[src/core/bvs_regs.vh]
// register offsets, field positions, reset codes and voltage table constants
`ifndef BVS_REGS_VH
`define BVS_REGS_VH
`define BVS_ADDR_W 8
`define BVS_DATA_W 8
`define BVS_CTRL_ADDR 8'h0e
`define BVS_XSEL_BIT 7
`define BVS_CODE_HI 5
`define BVS_CODE_LO 0
`define BVS_CODE_W 6
`define BVS_UNLOCK_KEY 8'h7d
`define BVS_KEY_CLEAR 8'h00
`define BVS_RST_CODE_V0 6'h1e
`define BVS_RST_CODE_V1 6'h18
`define BVS_RST_CODE_V2 6'h12
`define BVS_MV_W 12
`define BVS_MV_BASE 12'h384
`define BVS_MV_FINE 12'h019
`define BVS_MV_COARSE 12'h032
`define BVS_FINE_END 6'h18
`define BVS_COARSE_END 6'h34
`define BVS_TOP_START 6'h38
`define BVS_MV_2900 12'hb54
`define BVS_MV_3000 12'hbb8
`define BVS_MV_3100 12'hc1c
`define BVS_MV_3200 12'hc80
`define BVS_MV_3300 12'hce4
`endif

[src/core/bvs_buck_voltage_select.v]
// voltage-select control register for the first step-down converter
// the block holds one 8-bit control register of the first step-down
// converter: a source-select bit, a spare bit and a 6-bit voltage code.
// writes arrive as a one-cycle strobe with address and data; reads use a
// separate address and return data one cycle later.
// writes are honoured only while the password register, kept outside
// this block, holds the unlock key. the block asks for that key to be
// wiped after every finished bus transaction, so one unlock covers one
// transaction at most, however many writes it carries.
// the millivolt output is a convenience for the analog side and for
// checking; the converter itself only needs the code and the select bit.
// limitation: the key is sampled in the cycle of the write strobe, not at
// the start of the transaction.
`timescale 1ns/100ps
`include "bvs_regs.vh"
module bvs_buck_voltage_select #(
    parameter [1:0] VARIANT = 2'h0 // 0: code 0x1e, 1: 0x18, 2: 0x12
) (
    input wire clk_i,
    input wire reset_n_i,
    input wire txn_end_i, // one-cycle pulse: a bus transaction finished
    input wire wr_en_i, // one-cycle write strobe
    input wire [`BVS_ADDR_W-1:0] wr_addr_i,
    input wire [`BVS_DATA_W-1:0] wr_data_i,
    input wire [`BVS_ADDR_W-1:0] rd_addr_i,
    input wire [`BVS_DATA_W-1:0] unlock_key_i, // password register content
    output reg [`BVS_DATA_W-1:0] rd_data_o,
    output reg external_voltage_select_o,
    output reg [`BVS_CODE_W-1:0] buck_one_voltage_code_o,
    output reg reg_mode_o, // high while voltage follows the code
    output reg [`BVS_MV_W-1:0] target_mv_o, // requested output in millivolts
    output reg key_clear_o, // pulse: password register must return to zero
    output reg write_refused_o // pulse: locked write to this register dropped
);

    // reset code for the chosen variant; selection bit always cleared
    function [`BVS_CODE_W-1:0] rst_code;
        input [1:0] v;
        begin
            case (v)
                2'h1: rst_code = `BVS_RST_CODE_V1;
                2'h2: rst_code = `BVS_RST_CODE_V2;
                default: rst_code = `BVS_RST_CODE_V0;
            endcase
        end
    endfunction

    // code to millivolts, piecewise table
    function [`BVS_MV_W-1:0] code_to_mv;
        input [`BVS_CODE_W-1:0] c;
        reg [`BVS_MV_W-1:0] cw;
        begin
            cw = {{(`BVS_MV_W-`BVS_CODE_W){1'b0}}, c};
            if (c <= `BVS_FINE_END) begin
                code_to_mv = `BVS_MV_BASE + cw * `BVS_MV_FINE;
            end else if (c <= `BVS_COARSE_END) begin
                code_to_mv = `BVS_MV_2900
                    - ({{(`BVS_MV_W-`BVS_CODE_W){1'b0}}, `BVS_COARSE_END} - cw)
                    * `BVS_MV_COARSE;
            end else if (c >= `BVS_TOP_START) begin
                code_to_mv = `BVS_MV_3300;
            end else begin
                case (c[1:0])
                    2'h1: code_to_mv = `BVS_MV_3000;
                    2'h2: code_to_mv = `BVS_MV_3100;
                    default: code_to_mv = `BVS_MV_3200;
                endcase
            end
        end
    endfunction

    // true when an address selects this register; both bus sides decode it
    // kept as a function so the two decodes cannot drift apart
    function is_ctrl;
        input [`BVS_ADDR_W-1:0] a;
        begin
            is_ctrl = (a == `BVS_CTRL_ADDR);
        end
    endfunction

    // reset code of the chosen variant, fixed at elaboration
    localparam [`BVS_CODE_W-1:0] RST_CODE = rst_code(VARIANT);
    // millivolt figure that belongs to the reset code, so the target output
    // is already right in the first cycle after reset
    localparam [`BVS_MV_W-1:0] RST_MV = code_to_mv(RST_CODE);
    // register word as read straight after reset: both upper bits clear
    localparam [`BVS_DATA_W-1:0] RST_WORD = {1'b0, 1'b0, RST_CODE};

    // register fields and decode nets
    reg xsel_r; // external source select, bit 7
    reg unused_r; // bit 6 storage; read back, drives nothing
    reg [`BVS_CODE_W-1:0] code_r; // output-voltage code, bits 5 down to 0
    wire hit_w; // write strobe aimed at this register
    wire unlocked_w; // password register holds the unlock value
    wire take_w; // write accepted this cycle
    wire refuse_w; // write aimed here but dropped by the lock
    wire rd_hit_w; // read address selects this register
    wire [`BVS_DATA_W-1:0] word_w; // register contents in read order
    wire [`BVS_MV_W-1:0] mv_w; // millivolt figure of the held code

    // write-side address decode
    assign hit_w = wr_en_i && is_ctrl(wr_addr_i);
    // key must match exactly; any other value keeps the lock
    assign unlocked_w = (unlock_key_i == `BVS_UNLOCK_KEY);
    // the lock is judged in the same cycle as the strobe; the host has to
    // load the key before it starts the protected write
    assign take_w = hit_w && unlocked_w;
    assign refuse_w = hit_w && !unlocked_w;
    // read-side address decode; the read port has no strobe of its own
    assign rd_hit_w = is_ctrl(rd_addr_i);
    // field packing: select on top, spare bit, then the code
    assign word_w = {xsel_r, unused_r, code_r};
    // table lookup kept combinational; the output flop hides its depth
    assign mv_w = code_to_mv(code_r);

    // source select bit; a locked write leaves it alone
    // the write lands at the strobe edge and reaches the pins one cycle later
    always @(posedge clk_i or negedge reset_n_i) begin
        if (!reset_n_i) begin
            xsel_r <= 1'b0;
        end else if (take_w) begin
            xsel_r <= wr_data_i[`BVS_XSEL_BIT];
        end
    end

    // spare bit 6: stored so that it reads back as written, no other effect
    always @(posedge clk_i or negedge reset_n_i) begin
        if (!reset_n_i) begin
            unused_r <= 1'b0;
        end else if (take_w) begin
            unused_r <= wr_data_i[`BVS_XSEL_BIT-1];
        end
    end

    // voltage code; external mode leaves it as it is, but every accepted write
    // loads it, so the write that switches back to register mode also sets the code
    always @(posedge clk_i or negedge reset_n_i) begin
        if (!reset_n_i) begin
            code_r <= RST_CODE;
        end else if (take_w) begin
            code_r <= wr_data_i[`BVS_CODE_HI:`BVS_CODE_LO];
        end
    end

    // read data, registered: it shows the register one cycle after the
    // address; other addresses read as zero
    always @(posedge clk_i or negedge reset_n_i) begin
        if (!reset_n_i) begin
            rd_data_o <= RST_WORD;
        end else if (rd_hit_w) begin
            rd_data_o <= word_w;
        end else begin
            rd_data_o <= {`BVS_DATA_W{1'b0}};
        end
    end

    // select bit as seen by the converter
    always @(posedge clk_i or negedge reset_n_i) begin
        if (!reset_n_i) begin
            external_voltage_select_o <= 1'b0;
        end else begin
            external_voltage_select_o <= xsel_r;
        end
    end

    // code as seen by the converter; only meaningful in register mode
    always @(posedge clk_i or negedge reset_n_i) begin
        if (!reset_n_i) begin
            buck_one_voltage_code_o <= RST_CODE;
        end else begin
            buck_one_voltage_code_o <= code_r;
        end
    end

    // mode flag, kept as a flop of its own so the output has no gate
    // between register and pin
    always @(posedge clk_i or negedge reset_n_i) begin
        if (!reset_n_i) begin
            reg_mode_o <= 1'b1;
        end else begin
            reg_mode_o <= !xsel_r;
        end
    end

    // requested output voltage; in external mode the code has no meaning,
    // so zero is reported rather than a stale figure
    always @(posedge clk_i or negedge reset_n_i) begin
        if (!reset_n_i) begin
            target_mv_o <= RST_MV;
        end else if (xsel_r) begin
            target_mv_o <= {`BVS_MV_W{1'b0}};
        end else begin
            target_mv_o <= mv_w;
        end
    end

    // key wipe request: one pulse after each finished transaction; a key
    // that was not used by that transaction is lost as well
    always @(posedge clk_i or negedge reset_n_i) begin
        if (!reset_n_i) begin
            key_clear_o <= 1'b0;
        end else begin
            key_clear_o <= txn_end_i;
        end
    end

    // refused-write pulse, so the host can tell a dropped write from a slow one
    always @(posedge clk_i or negedge reset_n_i) begin
        if (!reset_n_i) begin
            write_refused_o <= 1'b0;
        end else begin
            write_refused_o <= refuse_w;
        end
    end

endmodule

[config.mk]
export PLATFORM = sky130hd
export DESIGN_NAME = bvs_buck_voltage_select
export DESIGN_NICKNAME = d
export VERILOG_FILES = /design/src/core/bvs_buck_voltage_select.v
export VERILOG_INCLUDE_DIRS = /design/src /design/src/core
export SDC_FILE = /design/constraint.sdc
export NUM_CORES = 1
export LEC_CHECK = 0
export ABC_CLOCK_PERIOD_IN_PS = 5800
export BUFFER_PORTS_ARGS = -buffer_cell sky130_fd_sc_hd__buf_2
export CORE_MARGIN = 2
export CORE_UTILIZATION = 35
export DETAILED_ROUTE_END_ITERATION = 6
export HOLD_SLACK_MARGIN = 0.06
export SLEW_MARGIN = 20
export SYNTH_ARGS = -nofsm -noshare
export SYNTH_HDL_FRONTEND = slang
export SYNTH_SLANG_ARGS = --single-unit
[constraint.sdc]
create_clock -name clk_i -period 5.8 [get_ports clk_i]
set_clock_uncertainty 0.1 [all_clocks]
set_input_delay 0.58 -clock clk_i [delete_from_list [all_inputs] [get_ports clk_i]]
set_output_delay 0.58 -clock clk_i [all_outputs]
set_load 0.02 [all_outputs]
Yosys cells after proc, flatten, opt, wreduce, memory -nomap -nowiden
Cells that the tools add are included.
Cells by class
  $add $sub $neg: 3
  multiply operators: 2
  divide/modulo/power cells: 0
  $lt $le $gt $ge: 3
  equality and inequality tests: 5
  shifts and indexed selects: 0
  multiplexer cells: 6
  bitwise logic cells: 0
  reductions and logical operators: 5
Operators by type and width (number)
  12-bit two-way mux: 4
  11-bit case mux with 2 select lines: 1
  8-bit by 4-bit == test with 1-bit output (second input constant): 2
  10-bit by 11-bit adder with 12-bit output (first input constant): 1
  12-bit by 5-bit multiplier with 11-bit output (second input constant): 1
  12-bit subtractor (first input constant): 1
  6-bit by 5-bit multiplier with 11-bit output (second input constant): 1
  8-bit by 7-bit == test with 1-bit output (second input constant): 1
  8-bit two-way mux: 1
  6-bit by 6-bit subtractor with 7-bit output (first input constant): 1
  6-bit greater-or-equal comparator (second input constant): 1
  6-bit by 5-bit less-or-equal comparator with 1-bit output (second input constant): 1
  6-bit less-or-equal comparator (second input constant): 1
  1-bit logical AND: 3
  2-bit by 1-bit == test with 1-bit output (second input constant): 1
  2-bit == test (second input constant): 1
  1-bit zero test: 2
Storage, ports and cells
  bits in registers: 38
  latch bits: 0
  bits in writable memories: 0
  ROM bits: 0
  output and inout bits: 30
  logic and storage cells: 34
  memories kept: 0

Depth between registers and ports, before layout
  depth after elaboration: 6
  depth in mapped cells: 18
  gate-level depth less buffers: 18

Worst setup path after synthesis
No wires, ideal clock.
  path kind: register to register
  start point: register code_r[1]
  end point: register target_mv_o[10]
  setup time: 0.122 ns
  data arrival time: 4.023 ns
  setup slack: 1.556 ns
  stages on the path, launching flop included: 18
  path buffers: 0
  clock period less this slack: 4.244 ns
  cells stage by stage: dfstp_2 inv_1 ha_1 a21o_1 nand2_1 nand2_1 xnor2_1 ha_1 ha_1 inv_1 fa_1 inv_1 ha_1 or3b_2 o211ai_1 a311oi_1 xnor2_1 a2111oi_0
On the way
  word-level cells in the longest chain between the ends: 6
  elaborated cells between the ends (all ways): 15
  those cells by class: 3 x add/sub; 2 x mul; 3 x order compare; 2 x eq/ne; 5 x mux
RTL lines
  start: declaration: RTL line bvs_buck_voltage_select.v:92  | reg [`BVS_CODE_W-1:0] code_r;
  start signal: assignment: RTL line bvs_buck_voltage_select.v:141  | code_r <= wr_data_i[`BVS_CODE_HI:`BVS_CODE_LO];
  6-bit by 6-bit subtractor with 7-bit output (tied with other cells): RTL line bvs_buck_voltage_select.v:58  | - ({{(`BVS_MV_W-`BVS_CODE_W){1'b0}}, `BVS_COARSE_END} - cw)
  12-bit by 5-bit multiplier with 11-bit output (no source line) or 11-bit case mux with 2 select lines (tied branches)
  12-bit subtractor (no source line) or 12-bit two-way mux (tied branches)
  12-bit two-way mux: RTL line bvs_buck_voltage_select.v:56  | end else if (c <= `BVS_COARSE_END) begin
  12-bit two-way mux (*): RTL line bvs_buck_voltage_select.v:54  | if (c <= `BVS_FINE_END) begin
  12-bit two-way mux (*): RTL line bvs_buck_voltage_select.v:190  | end else if (xsel_r) begin
  end signal: assignment: RTL line bvs_buck_voltage_select.v:191  | target_mv_o <= {`BVS_MV_W{1'b0}};
  end signal: assignment: RTL line bvs_buck_voltage_select.v:193  | target_mv_o <= mv_w;
  end: declaration: RTL line bvs_buck_voltage_select.v:31  | output reg [`BVS_MV_W-1:0] target_mv_o,
Every way passes the cells marked *; elsewhere a longest branch is shown, timed or not.
A chain may end at the register's enable or synchronous reset.

Worst setup path in the final report
Ends and elaborated chain as after synthesis.

==> flow_summary.ini <==
[clock_tree]
cts.repair.resized = 0
cts_hold_repair.buffers = 0
cts.clk_slew.worst_paths_ps = 70
cts_inserted_buffers = 5
max-clock-path-buffers = 2
cts-root-buf = clkbuf_8
clock_tree.htree_level_count = 2
tritoncts = done
clkLatencyLatePin_ps = 280
cts_sinks = 38
postCtsSetupBuffers = 0

[finish]
final_cells = 473
postLayoutCellArea_mm2 = 0.00357
antennaDiodeCount = 0
syn_to_final_growth_pct = 17.5
final_core_util_pct = 41.8
nFillCells = 830
post_route_cells_drive_above_1_share_pct = 28.8
design.final.nets = 465

[yosys]
most_used_standard_cells_in_the_synthesized_netlist = 56 x ha_1, 37 x inv_1, 21 x dfrtp_1
synth_top_family_by_area = adder cells
synthesis.instances = 297
synthesis.area_per_instance_um2 = 10.2
synth-simple-area-share_pct = 10.0
number_of_nets_produced_by_synthesis = 398
synthAdderAreaFrac_pct = 29.0
synth_xor_area_share_pct = 7.16
synth_compound_area_share_pct = 13.5
yosysWarnings = 0
yosys_register_bits = 38
synth_enable_flop_cells = 0
netlist.top_cell.by_area = ha_1
synth_top_flop_cell = dfrtp_1
synth_async_sr_flop_share_pct = 100
synthMostInstantiatedCell = ha_1
yosys-mux-area-fraction_pct = 2.96
yosys-top-cells-area = ha_1 23%, dfrtp_1 17%, dfstp_2 15%, fa_1 5.9%, xnor2_1 4.6%
synth_top_cell_area_share_pct = 23.0
synth_cell_types = 51
syn-cell-area_mm2 = 0.00304
yosysSeqAreaShare_pct = 32.0

[drt]
via_per_inst = 5.03
final_antenna_net_count = 0
num_vias = 2378
total_iterations_of_the_first_detailed_routing_run = 4
routedWlPerCell_um = 14.4
remaining_drcs = 0
detailedRoute.firstIterationViolations = 113
postRouteWirelength_um = 6830

[timing]
fmax_mhz = 216
final_hold_viol_count = 0
drv_slew = 0
layout_min_cycle_time_ps = 4640
setup_total_negative_slack_ps = 0
grt_setup_unrepaired = false
finalCritPeriodShare_pct = 80.0
worst_hold_slack_ps = 276
tightest_slew_ps = 883
setup_violations = 0
maxSlewHeadroom_pct = 40.8

[global_route]
gr-total-overflow = 0
first_pass_grt_wire_length_um = 11500
groute.usage.overall_pct = 15.0
first_global_vias = 2349
grt_antenna_before_repair = 0
pin_count_of_the_biggest_net_entering_global_routing = 39

[die]
initial_core_utilization_pct = 35.6
die_area_mm2 = 0.00945
floorplan.io_pins = 66
rows = 34
die_height_um = 97.2
fp.dieW_um = 97.2
core_region_area_mm2 = 0.00855

[job]
max_cap_violations = 0

[place]
placed_area_mm2 = 0.00348
placedCellCount = 465
io_buffer_count = 65
finalWeightedCongestion = 0.909
dp_hpwl_um = 5530

[critical_path]
timing.critical_path.slowest_cell_delay_ps = 600
crit_path_max_fanout = 8
criticalPathCategory = reg -> reg
crit_path_start_kind = register
cell_chain_of_the_critical_path = inv_1 > ha_1 > a21o_1 > nand2_1 > nand2_1 > xnor2_1 > ha_1 > fa_1 > fa_1 > ha_1 > or3b_2 > o211ai_1 > a311oi_1 > xnor2_1 > a2111oi_0
critical_path.endpoint_type = register
critical_path.slowest_cell = dfstp_2
critical-path-top-cell-by-count = ha_1
required_ps = 5850
cp_data_arrival_time_ps = 4690

[run_status]
run_status = completed

[power_and_ir_drop]
irDropWorstVdd_uv = 79.8
powerDensity_mw_per_mm2 = 132
p_leak_uw = 0.00177

[hold_path]
hold_class = in -> async
-- registers in the layout, indices dropped and copies added, names as in the netlist --
register	count
code_r	6
xsel_r	1
target_mv_o	12
unused_r	1
external_voltage_select_o	1
reg_mode_o	1
key_clear_o	1
buck_one_voltage_code_o	6
rd_data_o	8
write_refused_o	1
-- worst max-delay path: cells and delay by family (launching register included) --
kind / cells / cell delay (ps)
xor+xnor: 2 / 480
simple gates: 3 / 590
flops: 1 / 600
compound gates: 4 / 850
buf+inv: 1 / 140
fa+ha+maj: 5 / 1740
-- cells by family (layout without fill, tap and decap cells) --
group           after synthesis  after routing
fa+ha+maj                    65             65
simple gates                 60             60
compound gates               58             58
buf+inv                      44            112
flops                        38             38
xor+xnor                     24             24
mux                           8              8
-- metal layers --
metal | wire length, um | global-route usage (%)
met3 | 338 | 2.16
met1 | 3100 | 21.0
met4 | 23 | 2.60
met2 | 3380 | 25.1
met5 | 0 | 0
-- cell usage in the layout, fill, tap and decap left out, types with 4 or more instances in the layout --
master and count:
buf_2 65, ha_1 56, inv_1 37, dfrtp_1 21, nand2_1 17, dfstp_2 17
xnor2_1 16, a21oi_1 13, nor2_1 11, nor3_1 10, o21ai_0 9, fa_1 9
mux2_2 8, xor2_1 7, clkbuf_8 6, a21o_1 4, a221oi_1 4
-- power breakdown --
part	switching (uW)	total, uW	internal (uW)
Sequential	0.195	266	266
Combinational	11.1	21.6	10.6
Clock	88.4	184	95.9
Total	99.7	472	372
-- metrics by stage --
step           setup slack (ps)  power [uW]
6_report                   1160         472
5_1_grt                     870         497
4_1_cts                    1200         479
3_5_place_dp               1220         293
3_3_place_gp               1330         293
2_1_floorplan              1560         276
-- final timing paths --
check,start,end,slack (ps),depth (start not counted)
worst max-delay path,code_r[1],target_mv_o[10],1160,15
worst min-delay path,reset_n_i,rd_data_o[6],280,1
worst max register to register,code_r[1],target_mv_o[10],1160,15
worst min register to register,code_r[1],buck_one_voltage_code_o[1],320,0
max in group asynchronous,reset_n_i,code_r[5],4820,1
min in group clk_i,txn_end_i,key_clear_o,290,1
-- layout make-up --
type | instances | area [um^2] | area share [%]
Multi-Input combinational cell | 215 | 1900 | 53.2
Sequential cell | 38 | 972 | 27.2
Timing Repair Buffer | 65 | 325 | 9.11
Inverter | 39 | 146 | 4.10
Tap cell | 108 | 135 | 3.78
Clock buffer | 7 | 86.3 | 2.42
Clock inverter | 1 | 5.00 | 0.140
No activity file was read; power rests on OpenSTA's default activity.
